--- src/logic/charge_seq_regs.svh ---
// register offsets, fields, reset values and timing counts
// assumes inclusion by bare name from the design files
`ifndef CHARGE_SEQ_REGS_SVH
`define CHARGE_SEQ_REGS_SVH
// ============================================================
// register byte offsets
`define REG_CTRL_OFS      8'h00
`define REG_STATUS_OFS    8'h04
`define REG_TIMER_OFS     8'h08
`define REG_PRE_LIM_OFS   8'h0C
`define REG_FAST_LIM_OFS  8'h10
`define REG_TICK_OFS      8'h14
// ============================================================
// control fields
`define CTRL_SW_INHIBIT   0
`define CTRL_FORCE_RESTART 1
// ============================================================
// reset values (timeouts in ticks, tick prescale in clocks)
`define PRE_LIM_RESET     32'h0000_0100
`define FAST_LIM_RESET    32'h0000_1000
`define TICK_RESET        32'h0000_C350
`define CTRL_RESET        32'h0000_0000
// ============================================================
// bus response codes
`define RESP_OKAY         2'h0
`define RESP_SLVERR       2'h2
`endif

--- src/logic/charge_seq_pkg.sv ---
// types shared by the charge sequencer files
// assumes nothing of its surroundings
package charge_seq_pkg;
  typedef enum logic [3:0] {
    ST_SLEEP    = 4'b0000,
    ST_QUALIFY  = 4'b0001,
    ST_PRECHG   = 4'b0010,
    ST_FASTCHG  = 4'b0011,
    ST_CVCHG    = 4'b0100,
    ST_DONE     = 4'b0101,
    ST_SUSPEND  = 4'b0110,
    ST_FAULT    = 4'b0111,
    ST_OVERVOLT = 4'b1000,
    ST_INHIBIT  = 4'b1001
  } charge_state_t;
endpackage

--- src/logic/battery_charge_sequencer.sv ---
// charge-control sequencer of a switch-mode lithium charger
// assumes comparator flags and pins are asynchronous levels
//
// Summary of operation
// RL1 - switch synchronously only while low-side current exceeds 100mA
// RL2 - end high-side conduction in a cycle once peak 3.6A limit flags
// RL3 - start a cycle only with temperature in low-to-high window
// RL4 - while charging keep temperature in low-to-cutoff window, else suspend; here only precharge and fast charge suspend, CV ignores it
// RL5 - suspend stops switching and freezes, not resets, the safety timer
// RL6 - below precharge-exit threshold apply precharge current, run its timer
// RL7 - precharge timeout stops charge, reports fault, applies detect current; here detect current only while below the recharge threshold
// RL8 - precharge fault held until reset or battery replacement; here a timer control rise or software restart also exits the fault
// RL9 - in constant voltage end charge at termination current
// RL10 - cell select low gives 4.2 V target, high gives 8.4 V
// RL11 - restart on recharge threshold, reset, enable toggle or timer enable
// RL12 - timer control low disables termination and safety timer
// RL13 - timer control rising re-enables both and clears timer count
// RL14 - timer control tied high disables only the safety timer
// RL15 - supply absent puts the sequencer into low-power sleep
// RL16 - status: charging a on b off, done a off b on, else both off
// RL17 - charge enable low allows charging; falling edge clears timers, faults
// RL18 - power good on above sleep exit, off in sleep
// RL19 - overvoltage stops switching, both status off, clears at recharge
// RL20 - every flag and pin passes a two-stage synchroniser
// RL21 - timeouts count prescaled ticks with configurable terminal counts
//
// Design decisions made here: register access over AXI4-Lite and the register addresses.
`timescale 1ns/1ps
`default_nettype none
`include "charge_seq_regs.svh"
module battery_charge_sequencer
  import charge_seq_pkg::*;
(
  input  wire logic        aclk,
  input  wire logic        aresetn,
  input  wire logic        supply_ok,
  input  wire logic        bat_below_lowv,
  input  wire logic        bat_below_rech,
  input  wire logic        bat_at_reg,
  input  wire logic        bat_overvolt,
  input  wire logic        temp_in_start,
  input  wire logic        temp_in_run,
  input  wire logic        term_current,
  input  wire logic        peak_limit,
  input  wire logic        lowside_above_min,
  input  wire logic        pwm_on,
  input  wire logic        bat_replaced,
  input  wire logic        charge_en_n,
  input  wire logic        cell_select,
  input  wire logic        timer_term_ctrl,
  input  wire logic        timer_term_ctrl_high,
  input  wire logic [7:0]  s_axi_awaddr,
  input  wire logic        s_axi_awvalid,
  output logic             s_axi_awready,
  input  wire logic [31:0] s_axi_wdata,
  input  wire logic [3:0]  s_axi_wstrb,
  input  wire logic        s_axi_wvalid,
  output logic             s_axi_wready,
  output logic [1:0]       s_axi_bresp,
  output logic             s_axi_bvalid,
  input  wire logic        s_axi_bready,
  input  wire logic [7:0]  s_axi_araddr,
  input  wire logic        s_axi_arvalid,
  output logic             s_axi_arready,
  output logic [31:0]      s_axi_rdata,
  output logic [1:0]       s_axi_rresp,
  output logic             s_axi_rvalid,
  input  wire logic        s_axi_rready,
  output logic             high_side_on,
  output logic             low_side_on,
  output logic             precharge_sel,
  output logic             fast_sel,
  output logic             detect_current,
  output logic             two_cell_target,
  output logic             status_out_a_o,
  output logic             status_out_a_oe,
  output logic             status_out_b_o,
  output logic             status_out_b_oe,
  output logic             power_good_n_o,
  output logic             power_good_n_oe
);
  localparam int NFLAG = 16;

  logic [NFLAG-1:0] raw_flags;
  logic [NFLAG-1:0] sf;
  logic s_supply, s_lowv, s_rech, s_at_reg, s_ov, s_t_start, s_t_run;
  logic s_term, s_peak, s_ls_ok, s_pwm, s_repl, s_ce_n, s_cells, s_ttc;
  logic s_ttc_high;

  logic [31:0] ctrl_q, pre_lim_q, fast_lim_q, tick_q;
  logic [31:0] status_word, timer_word;

  charge_state_t state_q;
  charge_state_t state_d;
  charge_state_t resume_q;
  logic [31:0]   presc_q;
  logic [31:0]   timer_q;
  logic          tick, ce_n_q, ttc_q, ce_fall, ttc_rise, restart;
  logic          fault_q, ov_q, timer_en, term_en, charging, timer_clr;
  logic          timed_out, inhibit, first_q, cycle_cut_q;

  // ============================================================
  // input synchronisers
  assign raw_flags = {timer_term_ctrl_high, timer_term_ctrl, cell_select,
                      charge_en_n, bat_replaced, pwm_on, lowside_above_min,
                      peak_limit, term_current, temp_in_run, temp_in_start,
                      bat_overvolt, bat_at_reg, bat_below_rech,
                      bat_below_lowv, supply_ok};

  flag_sync #(.WIDTH(NFLAG)) u_sync ( // [RL20]
    .aclk     (aclk),
    .aresetn  (aresetn),
    .async_in (raw_flags),
    .sync_out (sf)
  );

  assign {s_ttc_high, s_ttc, s_cells, s_ce_n, s_repl, s_pwm, s_ls_ok,
          s_peak, s_term, s_t_run, s_t_start, s_ov, s_at_reg, s_rech,
          s_lowv, s_supply} = sf;

  // ============================================================
  // register slave
  axil_regs u_regs (
    .aclk          (aclk),
    .aresetn       (aresetn),
    .s_axi_awaddr  (s_axi_awaddr),
    .s_axi_awvalid (s_axi_awvalid),
    .s_axi_awready (s_axi_awready),
    .s_axi_wdata   (s_axi_wdata),
    .s_axi_wstrb   (s_axi_wstrb),
    .s_axi_wvalid  (s_axi_wvalid),
    .s_axi_wready  (s_axi_wready),
    .s_axi_bresp   (s_axi_bresp),
    .s_axi_bvalid  (s_axi_bvalid),
    .s_axi_bready  (s_axi_bready),
    .s_axi_araddr  (s_axi_araddr),
    .s_axi_arvalid (s_axi_arvalid),
    .s_axi_arready (s_axi_arready),
    .s_axi_rdata   (s_axi_rdata),
    .s_axi_rresp   (s_axi_rresp),
    .s_axi_rvalid  (s_axi_rvalid),
    .s_axi_rready  (s_axi_rready),
    .status_word   (status_word),
    .timer_word    (timer_word),
    .ctrl_q        (ctrl_q),
    .pre_lim_q     (pre_lim_q),
    .fast_lim_q    (fast_lim_q),
    .tick_q        (tick_q)
  );

  // ============================================================
  // edge detection on synchronised pins
  always_ff @(posedge aclk) begin
    if (!aresetn) begin
      ce_n_q  <= 1'b0;
      ttc_q   <= 1'b0;
      first_q <= 1'b1;
    end else begin
      ce_n_q  <= s_ce_n;
      ttc_q   <= s_ttc;
      first_q <= 1'b0;
    end
  end

  assign ce_fall  = ce_n_q && !s_ce_n; // [RL17]
  assign ttc_rise = !ttc_q && s_ttc;   // [RL13]
  // software restart counts as a timer control rising edge
  assign restart  = ce_fall || ttc_rise || ctrl_q[`CTRL_FORCE_RESTART];
  assign inhibit  = s_ce_n || ctrl_q[`CTRL_SW_INHIBIT]; // [RL17]

  // tied-high timer control keeps termination; low disables both
  assign term_en  = s_ttc;                  // [RL12] [RL14]
  assign timer_en = s_ttc && !s_ttc_high;   // [RL12] [RL14]

  // ============================================================
  // safety timer, counted in prescaled ticks
  assign tick = (presc_q >= tick_q - 32'd1); // [RL21]
  assign charging = (state_q == ST_PRECHG) || (state_q == ST_FASTCHG) ||
                    (state_q == ST_CVCHG);
  assign timer_clr = restart || (state_q == ST_QUALIFY) || !s_supply;
  assign timed_out = timer_en &&
    (((state_q == ST_PRECHG) && (timer_q >= pre_lim_q)) ||
     ((state_q != ST_PRECHG) && (timer_q >= fast_lim_q))); // [RL21]

  always_ff @(posedge aclk) begin
    if (!aresetn) begin
      presc_q <= 32'h0000_0000;
    end else if (tick || !charging) begin
      presc_q <= 32'h0000_0000;
    end else begin
      presc_q <= presc_q + 32'd1;
    end
  end

  // suspend leaves the count untouched so it resumes where it stopped
  always_ff @(posedge aclk) begin
    if (!aresetn) begin
      timer_q <= 32'h0000_0000;
    end else if (timer_clr) begin
      timer_q <= 32'h0000_0000; // [RL13] [RL17]
    end else if (charging && timer_en && tick) begin
      timer_q <= timer_q + 32'd1; // [RL5]
    end
  end

  // ============================================================
  // fault latches
  always_ff @(posedge aclk) begin
    if (!aresetn) begin
      fault_q <= 1'b0;
    end else if (charging && timed_out) begin
      fault_q <= 1'b1; // [RL7]
    end else if (ce_fall || s_repl) begin
      fault_q <= 1'b0; // [RL8] [RL17]
    end
  end

  always_ff @(posedge aclk) begin
    if (!aresetn) begin
      ov_q <= 1'b0;
    end else if (s_ov) begin
      ov_q <= 1'b1; // [RL19]
    end else if (s_rech || ce_fall) begin
      ov_q <= 1'b0; // [RL19]
    end
  end

  // ============================================================
  // charge state machine
  always_comb begin
    state_d = state_q;
    case (state_q)
      ST_SLEEP: begin
        if (s_supply) state_d = ST_QUALIFY;
      end
      ST_QUALIFY: begin
        if (inhibit) state_d = ST_INHIBIT;
        else if (!s_t_start) state_d = ST_QUALIFY; // [RL3]
        else if (s_lowv) state_d = ST_PRECHG; // [RL6]
        else state_d = ST_FASTCHG;
      end
      ST_PRECHG: begin
        if (timed_out) state_d = ST_FAULT; // [RL7]
        else if (!s_t_run) state_d = ST_SUSPEND; // [RL4]
        else if (!s_lowv) state_d = ST_FASTCHG;
      end
      ST_FASTCHG: begin
        if (timed_out) state_d = ST_FAULT;
        else if (!s_t_run) state_d = ST_SUSPEND; // [RL4]
        else if (s_at_reg) state_d = ST_CVCHG;
      end
      ST_CVCHG: begin
        if (timed_out) state_d = ST_FAULT;
        else if (term_en && s_term) state_d = ST_DONE; // [RL9]
      end
      ST_SUSPEND: begin
        if (s_t_run) state_d = resume_q; // [RL5]
      end
      ST_DONE: begin
        if (s_rech) state_d = ST_QUALIFY; // [RL11]
      end
      ST_FAULT: begin
        if (!fault_q) state_d = ST_QUALIFY; // [RL8]
      end
      ST_OVERVOLT: begin
        if (!ov_q) state_d = ST_QUALIFY; // [RL19]
      end
      ST_INHIBIT: begin
        if (!inhibit) state_d = ST_QUALIFY; // [RL17]
      end
      default: state_d = ST_SLEEP;
    endcase
    // overriding conditions, the last assignment wins, so most severe last
    if (restart && state_q != ST_SLEEP && !ov_q) state_d = ST_QUALIFY;
    if (first_q && s_rech) state_d = ST_QUALIFY; // [RL11]
    if (inhibit && charging) state_d = ST_INHIBIT; // [RL17]
    if (ov_q || s_ov) state_d = ST_OVERVOLT; // [RL19]
    if (!s_supply) state_d = ST_SLEEP; // [RL15]
  end

  always_ff @(posedge aclk) begin
    if (!aresetn) begin
      state_q  <= ST_SLEEP;
      resume_q <= ST_PRECHG;
    end else begin
      state_q <= state_d;
      if (state_d == ST_SUSPEND && state_q != ST_SUSPEND) begin
        resume_q <= state_q;
      end
    end
  end

  // ============================================================
  // switching stage gating
  always_ff @(posedge aclk) begin
    if (!aresetn) begin
      cycle_cut_q <= 1'b0;
    end else if (!s_pwm) begin
      cycle_cut_q <= 1'b0;
    end else if (s_peak) begin
      cycle_cut_q <= 1'b1; // [RL2]
    end
  end

  always_ff @(posedge aclk) begin
    if (!aresetn) begin
      high_side_on    <= 1'b0;
      low_side_on     <= 1'b0;
      precharge_sel   <= 1'b0;
      fast_sel        <= 1'b0;
      detect_current  <= 1'b0;
      two_cell_target <= 1'b0;
    end else begin
      high_side_on   <= charging && s_pwm && !s_peak &&
                        !cycle_cut_q; // [RL2] [RL5]
      low_side_on    <= charging && !s_pwm && s_ls_ok; // [RL1]
      precharge_sel  <= (state_q == ST_PRECHG); // [RL6]
      fast_sel       <= (state_q == ST_FASTCHG) ||
                        (state_q == ST_CVCHG);
      detect_current <= (state_q == ST_FAULT) && s_rech; // [RL7]
      two_cell_target <= s_cells; // [RL10]
    end
  end

  // ============================================================
  // open-drain status pins, enable high means pin pulled low (on)
  always_ff @(posedge aclk) begin
    if (!aresetn) begin
      status_out_a_oe <= 1'b0;
      status_out_b_oe <= 1'b0;
      power_good_n_oe <= 1'b0;
    end else begin
      status_out_a_oe <= charging; // [RL16]
      status_out_b_oe <= (state_q == ST_DONE); // [RL16]
      power_good_n_oe <= s_supply && (state_q != ST_SLEEP); // [RL18]
    end
  end

  assign status_out_a_o = 1'b0;
  assign status_out_b_o = 1'b0;
  assign power_good_n_o = 1'b0;

  assign status_word = {22'h000000, term_en, timer_en, low_side_on,
                        two_cell_target, ov_q, fault_q, state_q};
  assign timer_word  = timer_q;
endmodule // battery_charge_sequencer
`default_nettype wire

--- src/logic/flag_sync.sv ---
// two-stage synchroniser for a bundle of asynchronous flags
// assumes flags are static levels relative to the clock
`timescale 1ns/1ps
`default_nettype none
module flag_sync #(
  parameter int WIDTH = 8
) (
  input  wire logic             aclk,
  input  wire logic             aresetn,
  input  wire logic [WIDTH-1:0] async_in,
  output logic      [WIDTH-1:0] sync_out
);
  logic [WIDTH-1:0] meta_q;

  // first stage feeds only the second stage
  always_ff @(posedge aclk) begin
    if (!aresetn) begin
      meta_q   <= '0;
      sync_out <= '0;
    end else begin
      meta_q   <= async_in;
      sync_out <= meta_q;
    end
  end
endmodule // flag_sync
`default_nettype wire

--- src/logic/axil_regs.sv ---
// axi4-lite slave holding the sequencer control and status words
// assumes one outstanding write and one outstanding read from the master
`timescale 1ns/1ps
`default_nettype none
`include "charge_seq_regs.svh"
module axil_regs (
  input  wire logic        aclk,
  input  wire logic        aresetn,
  input  wire logic [7:0]  s_axi_awaddr,
  input  wire logic        s_axi_awvalid,
  output logic             s_axi_awready,
  input  wire logic [31:0] s_axi_wdata,
  input  wire logic [3:0]  s_axi_wstrb,
  input  wire logic        s_axi_wvalid,
  output logic             s_axi_wready,
  output logic [1:0]       s_axi_bresp,
  output logic             s_axi_bvalid,
  input  wire logic        s_axi_bready,
  input  wire logic [7:0]  s_axi_araddr,
  input  wire logic        s_axi_arvalid,
  output logic             s_axi_arready,
  output logic [31:0]      s_axi_rdata,
  output logic [1:0]       s_axi_rresp,
  output logic             s_axi_rvalid,
  input  wire logic        s_axi_rready,
  input  wire logic [31:0] status_word,
  input  wire logic [31:0] timer_word,
  output logic [31:0]      ctrl_q,
  output logic [31:0]      pre_lim_q,
  output logic [31:0]      fast_lim_q,
  output logic [31:0]      tick_q
);
  logic        aw_held_q;
  logic        w_held_q;
  logic [7:0]  awaddr_q;
  logic [31:0] wdata_q;
  logic [3:0]  wstrb_q;
  logic        do_write;

  function automatic logic [31:0] merge(input logic [31:0] old,
                                        input logic [31:0] nw,
                                        input logic [3:0]  be);
    logic [31:0] r;
    r = old;
    for (int i = 0; i < 4; i++) begin
      if (be[i]) r[i*8 +: 8] = nw[i*8 +: 8];
    end
    return r;
  endfunction

  // ============================================================
  // write path: address and data may arrive in either order
  assign s_axi_awready = !aw_held_q && !s_axi_bvalid;
  assign s_axi_wready  = !w_held_q && !s_axi_bvalid;
  assign do_write      = aw_held_q && w_held_q && !s_axi_bvalid;

  always_ff @(posedge aclk) begin
    if (!aresetn) begin
      aw_held_q <= 1'b0;
      w_held_q  <= 1'b0;
      awaddr_q  <= 8'h00;
      wdata_q   <= 32'h0000_0000;
      wstrb_q   <= 4'h0;
    end else begin
      if (s_axi_awvalid && s_axi_awready) begin
        aw_held_q <= 1'b1;
        awaddr_q  <= s_axi_awaddr;
      end else if (do_write) begin
        aw_held_q <= 1'b0;
      end
      if (s_axi_wvalid && s_axi_wready) begin
        w_held_q <= 1'b1;
        wdata_q  <= s_axi_wdata;
        wstrb_q  <= s_axi_wstrb;
      end else if (do_write) begin
        w_held_q <= 1'b0;
      end
    end
  end

  always_ff @(posedge aclk) begin
    if (!aresetn) begin
      ctrl_q       <= `CTRL_RESET;
      pre_lim_q    <= `PRE_LIM_RESET;
      fast_lim_q   <= `FAST_LIM_RESET;
      tick_q       <= `TICK_RESET;
      s_axi_bvalid <= 1'b0;
      s_axi_bresp  <= `RESP_OKAY;
    end else begin
      if (do_write) begin
        s_axi_bvalid <= 1'b1;
        s_axi_bresp  <= `RESP_OKAY;
        if (awaddr_q[7:2] == `REG_CTRL_OFS >> 2) begin
          ctrl_q <= merge(ctrl_q, wdata_q, wstrb_q);
        end else if (awaddr_q[7:2] == `REG_PRE_LIM_OFS >> 2) begin
          pre_lim_q <= merge(pre_lim_q, wdata_q, wstrb_q);
        end else if (awaddr_q[7:2] == `REG_FAST_LIM_OFS >> 2) begin
          fast_lim_q <= merge(fast_lim_q, wdata_q, wstrb_q);
        end else if (awaddr_q[7:2] == `REG_TICK_OFS >> 2) begin
          tick_q <= merge(tick_q, wdata_q, wstrb_q);
        end else if (awaddr_q[7:2] != `REG_STATUS_OFS >> 2 &&
                     awaddr_q[7:2] != `REG_TIMER_OFS >> 2) begin
          s_axi_bresp <= `RESP_SLVERR;
        end
      end else if (s_axi_bvalid && s_axi_bready) begin
        s_axi_bvalid <= 1'b0;
      end
    end
  end

  // ============================================================
  // read path: one cycle from address to data
  assign s_axi_arready = !s_axi_rvalid;

  always_ff @(posedge aclk) begin
    if (!aresetn) begin
      s_axi_rvalid <= 1'b0;
      s_axi_rdata  <= 32'h0000_0000;
      s_axi_rresp  <= `RESP_OKAY;
    end else if (s_axi_arvalid && s_axi_arready) begin
      s_axi_rvalid <= 1'b1;
      s_axi_rresp  <= `RESP_OKAY;
      if (s_axi_araddr[7:2] == `REG_CTRL_OFS >> 2) begin
        s_axi_rdata <= ctrl_q;
      end else if (s_axi_araddr[7:2] == `REG_STATUS_OFS >> 2) begin
        s_axi_rdata <= status_word;
      end else if (s_axi_araddr[7:2] == `REG_TIMER_OFS >> 2) begin
        s_axi_rdata <= timer_word;
      end else if (s_axi_araddr[7:2] == `REG_PRE_LIM_OFS >> 2) begin
        s_axi_rdata <= pre_lim_q;
      end else if (s_axi_araddr[7:2] == `REG_FAST_LIM_OFS >> 2) begin
        s_axi_rdata <= fast_lim_q;
      end else if (s_axi_araddr[7:2] == `REG_TICK_OFS >> 2) begin
        s_axi_rdata <= tick_q;
      end else begin
        s_axi_rdata <= 32'h0000_0000;
        s_axi_rresp <= `RESP_SLVERR;
      end
    end else if (s_axi_rvalid && s_axi_rready) begin
      s_axi_rvalid <= 1'b0;
    end
  end
endmodule // axil_regs
`default_nettype wire

--- config.mk ---
export PLATFORM = sky130hd
export DESIGN_NAME = battery_charge_sequencer
export DESIGN_NICKNAME = d
export VERILOG_FILES = /design/src/logic/charge_seq_pkg.sv /design/src/logic/battery_charge_sequencer.sv /design/src/logic/flag_sync.sv /design/src/logic/axil_regs.sv
export VERILOG_INCLUDE_DIRS = /design/src /design/src/logic
export SDC_FILE = /design/constraint.sdc
export NUM_CORES = 1
export LEC_CHECK = 0
export BUFFER_PORTS_ARGS = -buffer_cell sky130_fd_sc_hd__clkbuf_2
export CAP_MARGIN = 20
export CORE_ASPECT_RATIO = 1.2
export CORE_MARGIN = 10
export CORE_UTILIZATION = 55
export CTS_CLUSTER_DIAMETER = 40
export DETAILED_ROUTE_END_ITERATION = 7
export GPL_TIMING_DRIVEN = 0
export HOLD_SLACK_MARGIN = 0.02
export PLACE_DENSITY = 0.73
export SLEW_MARGIN = 20
export SYNTH_ARGS = -nofsm -noshare
export SYNTH_HDL_FRONTEND = slang
export SYNTH_SLANG_ARGS = --single-unit
--- constraint.sdc ---
create_clock -name aclk -period 4.55 [get_ports aclk]
set_input_delay 0.455 -clock aclk [delete_from_list [all_inputs] [get_ports aclk]]
set_output_delay 0.455 -clock aclk [all_outputs]
set_load 0.02 [all_outputs]
[Yosys cells after proc, flatten, opt, wreduce, memory -nomap -nowiden]
Index checks and enable logic that the tools add are counted.
Storage, ports and cells
  flip-flop bits (word level): 331
  input bits: 75
  logic and storage cells: 217
Cells by class
  add/subtract/negate cells: 3
  $lt $le $gt $ge: 3
  eq/ne operators: 22
  mux-type cells: 51
  bitwise operators: 4
  reduce and logical (&&, ||, !) cells: 87
Operators by type and width (count)
  32-bit two-way mux: 6
  32-bit >= comparator: 3
  4-bit two-way mux: 19
  32-bit by 1-bit adder with 32-bit output (second input constant): 2
  4-bit case mux with 10 select lines: 1
  1-bit logical AND: 32
  32-bit by 1-bit subtractor with 32-bit output (second input constant): 1
  6-bit by 3-bit equality test with 1-bit output (second input constant): 4
  2-bit two-way mux: 12
  6-bit AND reduction: 4
  4-bit by 3-bit equality test with 1-bit output (second input constant): 5
  5-bit AND reduction: 4
  6-bit by 2-bit equality test with 1-bit output (second input constant): 3
  4-bit AND reduction: 4
  1-bit logical NOT: 13
  1-bit logical OR: 13
  1-bit two-way mux: 13
  6-bit logical NOT: 2
  3-bit AND reduction: 4
  2-bit nonzero test: 6
  4-bit by 2-bit equality test with 1-bit output (second input constant): 2
  4-bit equality test (second input constant): 2
  6-bit by 1-bit equality test with 1-bit output (second input constant): 1
  6-bit by 1-bit != test with 1-bit output (second input constant): 1
  9 further kinds: 13

[Depth between registers and ports, before layout]
  word-level depth: 13
  depth in mapped cells: 20

[Hierarchy]
A second synthesis with hierarchy kept.
Second synthesis, totals
  cell total of the unflattened synthesis: 2109
  area total of the unflattened synthesis: 17812.1 um^2
Modules (own cells, without submodules)
  axil_regs: times used 1, cells an instance 1136, area an instance 9765.6 um^2, sequential area each 4164.0 um^2
  battery_charge_sequencer: times used 1, cells an instance 906, area an instance 7150.6 um^2, sequential area each 1741.7 um^2
  flag_sync: times used 1, cells an instance 67, area an instance 895.9 um^2, sequential area each 640.6 um^2

[Least setup slack after synthesis]
Ideal clock, no wire load.
  path kind: register to register
  from: register u_regs.tick_q[4]
  to: register timer_q[10]
  arrival: 3982 ps
  data required time: 4422 ps
  path slack: 440 ps
  cell stages (with the launch flop): 17
  path buffers: 2
  cells stage by stage: dfxtp_1 -> or3_4 -> or4_1 -> buf_2 -> nor2_1 -> nand3_1 -> or4_4 -> nor3_1 -> xnor2_1 -> ha_1 -> nand4_1 -> nor3_1 -> a41oi_2 -> clkbuf_1 -> a2111oi_0 -> xnor2_1 -> nor2_1
On the way
  longest elaborated chain between the ends: 3
RTL lines
  from (decl): line axil_regs.sv:31  | output logic [31:0] tick_q
  from (signal assigned): line axil_regs.sv:86  | tick_q <= `TICK_RESET;
  from (signal assigned): line axil_regs.sv:100  | tick_q <= merge(tick_q, wdata_q, wstrb_q);
  32-bit by 1-bit subtractor with 32-bit output: line battery_charge_sequencer.sv:177  | assign tick = (presc_q >= tick_q - 32'd1);
  32-bit >= comparator: line battery_charge_sequencer.sv:177
  1-bit logical AND: line battery_charge_sequencer.sv:201  | end else if (charging && timer_en && tick) begin
  to (signal assigned): line battery_charge_sequencer.sv:202  | timer_q <= timer_q + 32'd1;
  to (decl): line battery_charge_sequencer.sv:97  | logic [31:0] timer_q;
Every way passes these cells.
A chain may end at the register's enable or synchronous reset.

[Worst setup path after layout]
  from: register u_regs.tick_q[10]
  to: register timer_q[21]
The elaborated chain is that of the path after synthesis.

==> impl_metrics.toml <==
[worst_setup_path]
ff2ff_path_depth = 16
worstPathArrival_ns = 5.04
critical_path.slowest_cell = "or4_4"
required_ns = 4.96
critical_path.cell_chain = "or4_4, nor4_4, buf_4, nand3_4, or4_4, nor3_4, xnor2_2, ha_1, nand4_1, nor3_2, a41oi_2, buf_4, clkbuf_2, a2111oi_1, xnor2_1, nor2_1"
crit_path_end_kind = "flip-flop"
critical_path.max_fanout = 10
worst-r2r-setup-slack_ns = -0.08
critPathKind = "flip-flop to flip-flop"
cp_slowest_stage_delay_ns = 0.56
r2r-end = "timer_q[21]"
r2r_start = "u_regs.tick_q[10]"
crit_path_start_kind = "flip-flop"

[final_layout]
syn_to_final_growth_pct = 18.35
fin_cells = 2495
final_layout_size_suffix_gt1_share_pct = 13.85
final_core_util_pct = 66.09
design.final.nets = 2249
number_of_filler_cells_placed_in_the_layout = 2433

[worst_hold_path]
worst_hold_startpoint = "s_axi_rready"
hold-path-cell-count = 2
hold-path-endpoint = "u_regs.s_axi_rvalid"
hold_path_class = "input port to flip-flop"

[synth]
cell_area_after_technology_mapping_um2 = 16110
yosys.area.top_type_share_pct = 40.65
synth-edff-count = 0
count_leader_synth = "dfxtp_1"
post-synth-top-area-cell = "dfxtp_1"
synth.lib_cells_used.distinct = 71
ys_ff_latch = 327
syn-instance-count = 1888
async_flop_share_pct = 0
synth_area_leaders = "dfxtp_1 (41%), mux2i_1 (9.8%), ha_1 (7.7%)"
synthesis.yosys.warnings = 0
yosys_most_used_dff = "dfxtp_1"
synth.avg_cell_area_um2 = 8.530
ys_seq_area_share_pct = 40.65
post_synth_most_frequent_cells = "dfxtp_1 (327), nand2_1 (232), nor2_1 (208)"

[sta]
setup_tns_ns = -0.3241
report.final.setup_viol = 7
post-route-period-util_pct = 101.7
period_needed_ns = 4.629
final_hold_viol_count = 0
slew_headroom_pct = 22.73
fin_ws_ns = -0.07876
finalClockSkew_ns = 0.01677
max_freq_mhz = 216.0
rsz0062_at_grt = "true"
slew_violations = 0
tightest_slew_ns = 1.159
whs_ns = 0.08449

[clock_tree]
cts_made_buffers = 43
cts_max_level = 2
cts.clk_slew.worst_paths_ns = 0.06
root_buffer = "clkbuf_16"
clk_latency_ns = 0.55
numClockSinks = 327
cts-root-to-sink-buffers = 3
cts_tree = "done"
cts_hold_buf = 0

[grt]
grt_max_degree = 16
grt_pass1_vias = 14540
grt_first_pass_wirelength_mm = 81.48
grt_use_total_pct = 28.13
antenna_found_initial = 0
grt_overflow = 0

[power_and_ir_drop]
power_density_nw_per_um2 = 354.8
ir_drop_mv = 0.2763
leakagePower_nw = 7.996

[placement]
buffers_on_ports = 117
pre_cts_slack_ns = -0.7451
place.detailed.instances = 2396
place_congestion = 0.9977
hpwlAfterDp_mm = 39.25

[die]
initial_core_util_pct = 55.84
io_pins = 128
die_width_um = 176.2
die_area_um2 = 36560
die_h_um = 207.5
floorplan.rows = 68
design.core.area_um2 = 28840

[drt]
number_of_vias_per_cell_after_detailed_routing = 5.905
first_pass_iters = 6
num_vias = 14730
detail_route.drc_violations = 0
ant_nets = 0
post_drt_wl_per_cell_um = 21.39
totalWireLength_mm = 53.36
drtIter0Drc = 1191

[run_status]
failed_checks = "setup timing"
status = "complete, but fails checks"

[job]
maxCapViolCount = 0
[cells by family after synthesis]
| group | count (synthesis) | share of synthesized area [%] |
|---|---|---|
| simple gates | 662 | 19.05 |
| compound gates | 367 | 13.74 |
| fa+ha+maj | 99 | 7.691 |
| buf+inv | 193 | 4.638 |
| mux | 157 | 9.758 |
| other cells | 1 | 0.02328 |
| xor+xnor | 82 | 4.459 |
| flops | 327 | 40.65 |
[sequential cells by signal, summed over array words and instances (netlist names), 6 cells and up]
register and cells:
u_regs.s_axi_rdata 32, presc_q 32, u_sync.sync_out 16, u_regs.tick_q 32
timer_q 32, u_regs.wdata_q 32, u_regs.awaddr_q 6, u_sync.meta_q 16
u_regs.ctrl_q 32, u_regs.pre_lim_q 32, u_regs.fast_lim_q 32
[per-layer routing]
metal	share of wire, %	GRT usage, %	up-vias
met1	40	33.56	6996
met4	5.6	15.06	0
met5	0	0	-
met2	47	46.57	644
met3	7.7	5.477	169
li1	-	-	6925
[cell usage in the layout, fill, tap and decap left out, types with 46 or more instances in the layout]
cell type | netlist | routed
inv_1 | 93 | 90
nor2_1 | 208 | 205
a21oi_1 | 170 | 168
clkbuf_1 | 81 | 81
and2_1 | 47 | 46
xnor2_1 | 56 | 55
dfxtp_1 | 327 | 319
ha_1 | 99 | 99
o21ai_0 | 61 | 60
nand2_1 | 232 | 230
mux2i_1 | 157 | 157
clkbuf_2 | 0 | 121
[worst max path at each step]
stage,end,slack [ns],from,cells after the start
floorplan,timer_q[10],0.44,u_regs.tick_q[4],16
detailed placement,presc_q[23],-0.75,u_regs.tick_q[9],16
global placement,presc_q[29],-0.68,u_regs.tick_q[9],16
CTS,timer_q[28],0.004,u_regs.tick_q[4],16
global route,timer_q[21],-0.24,u_regs.tick_q[10],16
finish,timer_q[21],-0.08,u_regs.tick_q[10],16
[final cells by class]
class	instances	area, µm²	share of cell area (%)
timing repair buffer	140	759.5	3.985
buffer	97	394.1	2.068
inverter	94	352.8	1.851
sequential	327	6564	34.44
clock buffer	53	1165	6.111
tap	385	481.7	2.527
clock inverter	26	274.0	1.438
multi-input combinational	1372	9067	47.57
antenna	1	2.502	0.01313
[critical path, delay by kind of cell, from the launching register on]
kind                     cells  cell delay [ns]
flip-flops                   1             0.36
adder cells (fa/ha/maj)      1             0.31
AND/OR/NAND/NOR              8             2.18
buffers and inverters        3             0.63
XOR/XNOR                     2             0.29
AO/OA/AOI/OAI                2             0.72
[report_power, final]
part	total (W)	switching, W	internal [W]	leakage (nW)
Sequential	0.00298	0.0000578	0.00292	2.66
Combinational	0.000392	0.000272	0.000119	4.65
Clock	0.00339	0.00136	0.00202	0.687
[repair_timing]
action,4_1_cts,5_1_grt
endpoints found under the setup margin,64,62
pin swaps,9,16
buffers inserted,9,12
gates resized for setup,44,33
[per-stage QoR]
stage	area (µm²)	power, W
6_report	19060	0.006762
2_1_floorplan	16120	0.003239
3_5_place_dp	17210	0.003427
5_1_grt	19060	0.006932
3_3_place_gp	17190	0.003418
4_1_cts	18840	0.006761
No activity file was read; power rests on OpenSTA's default activity.
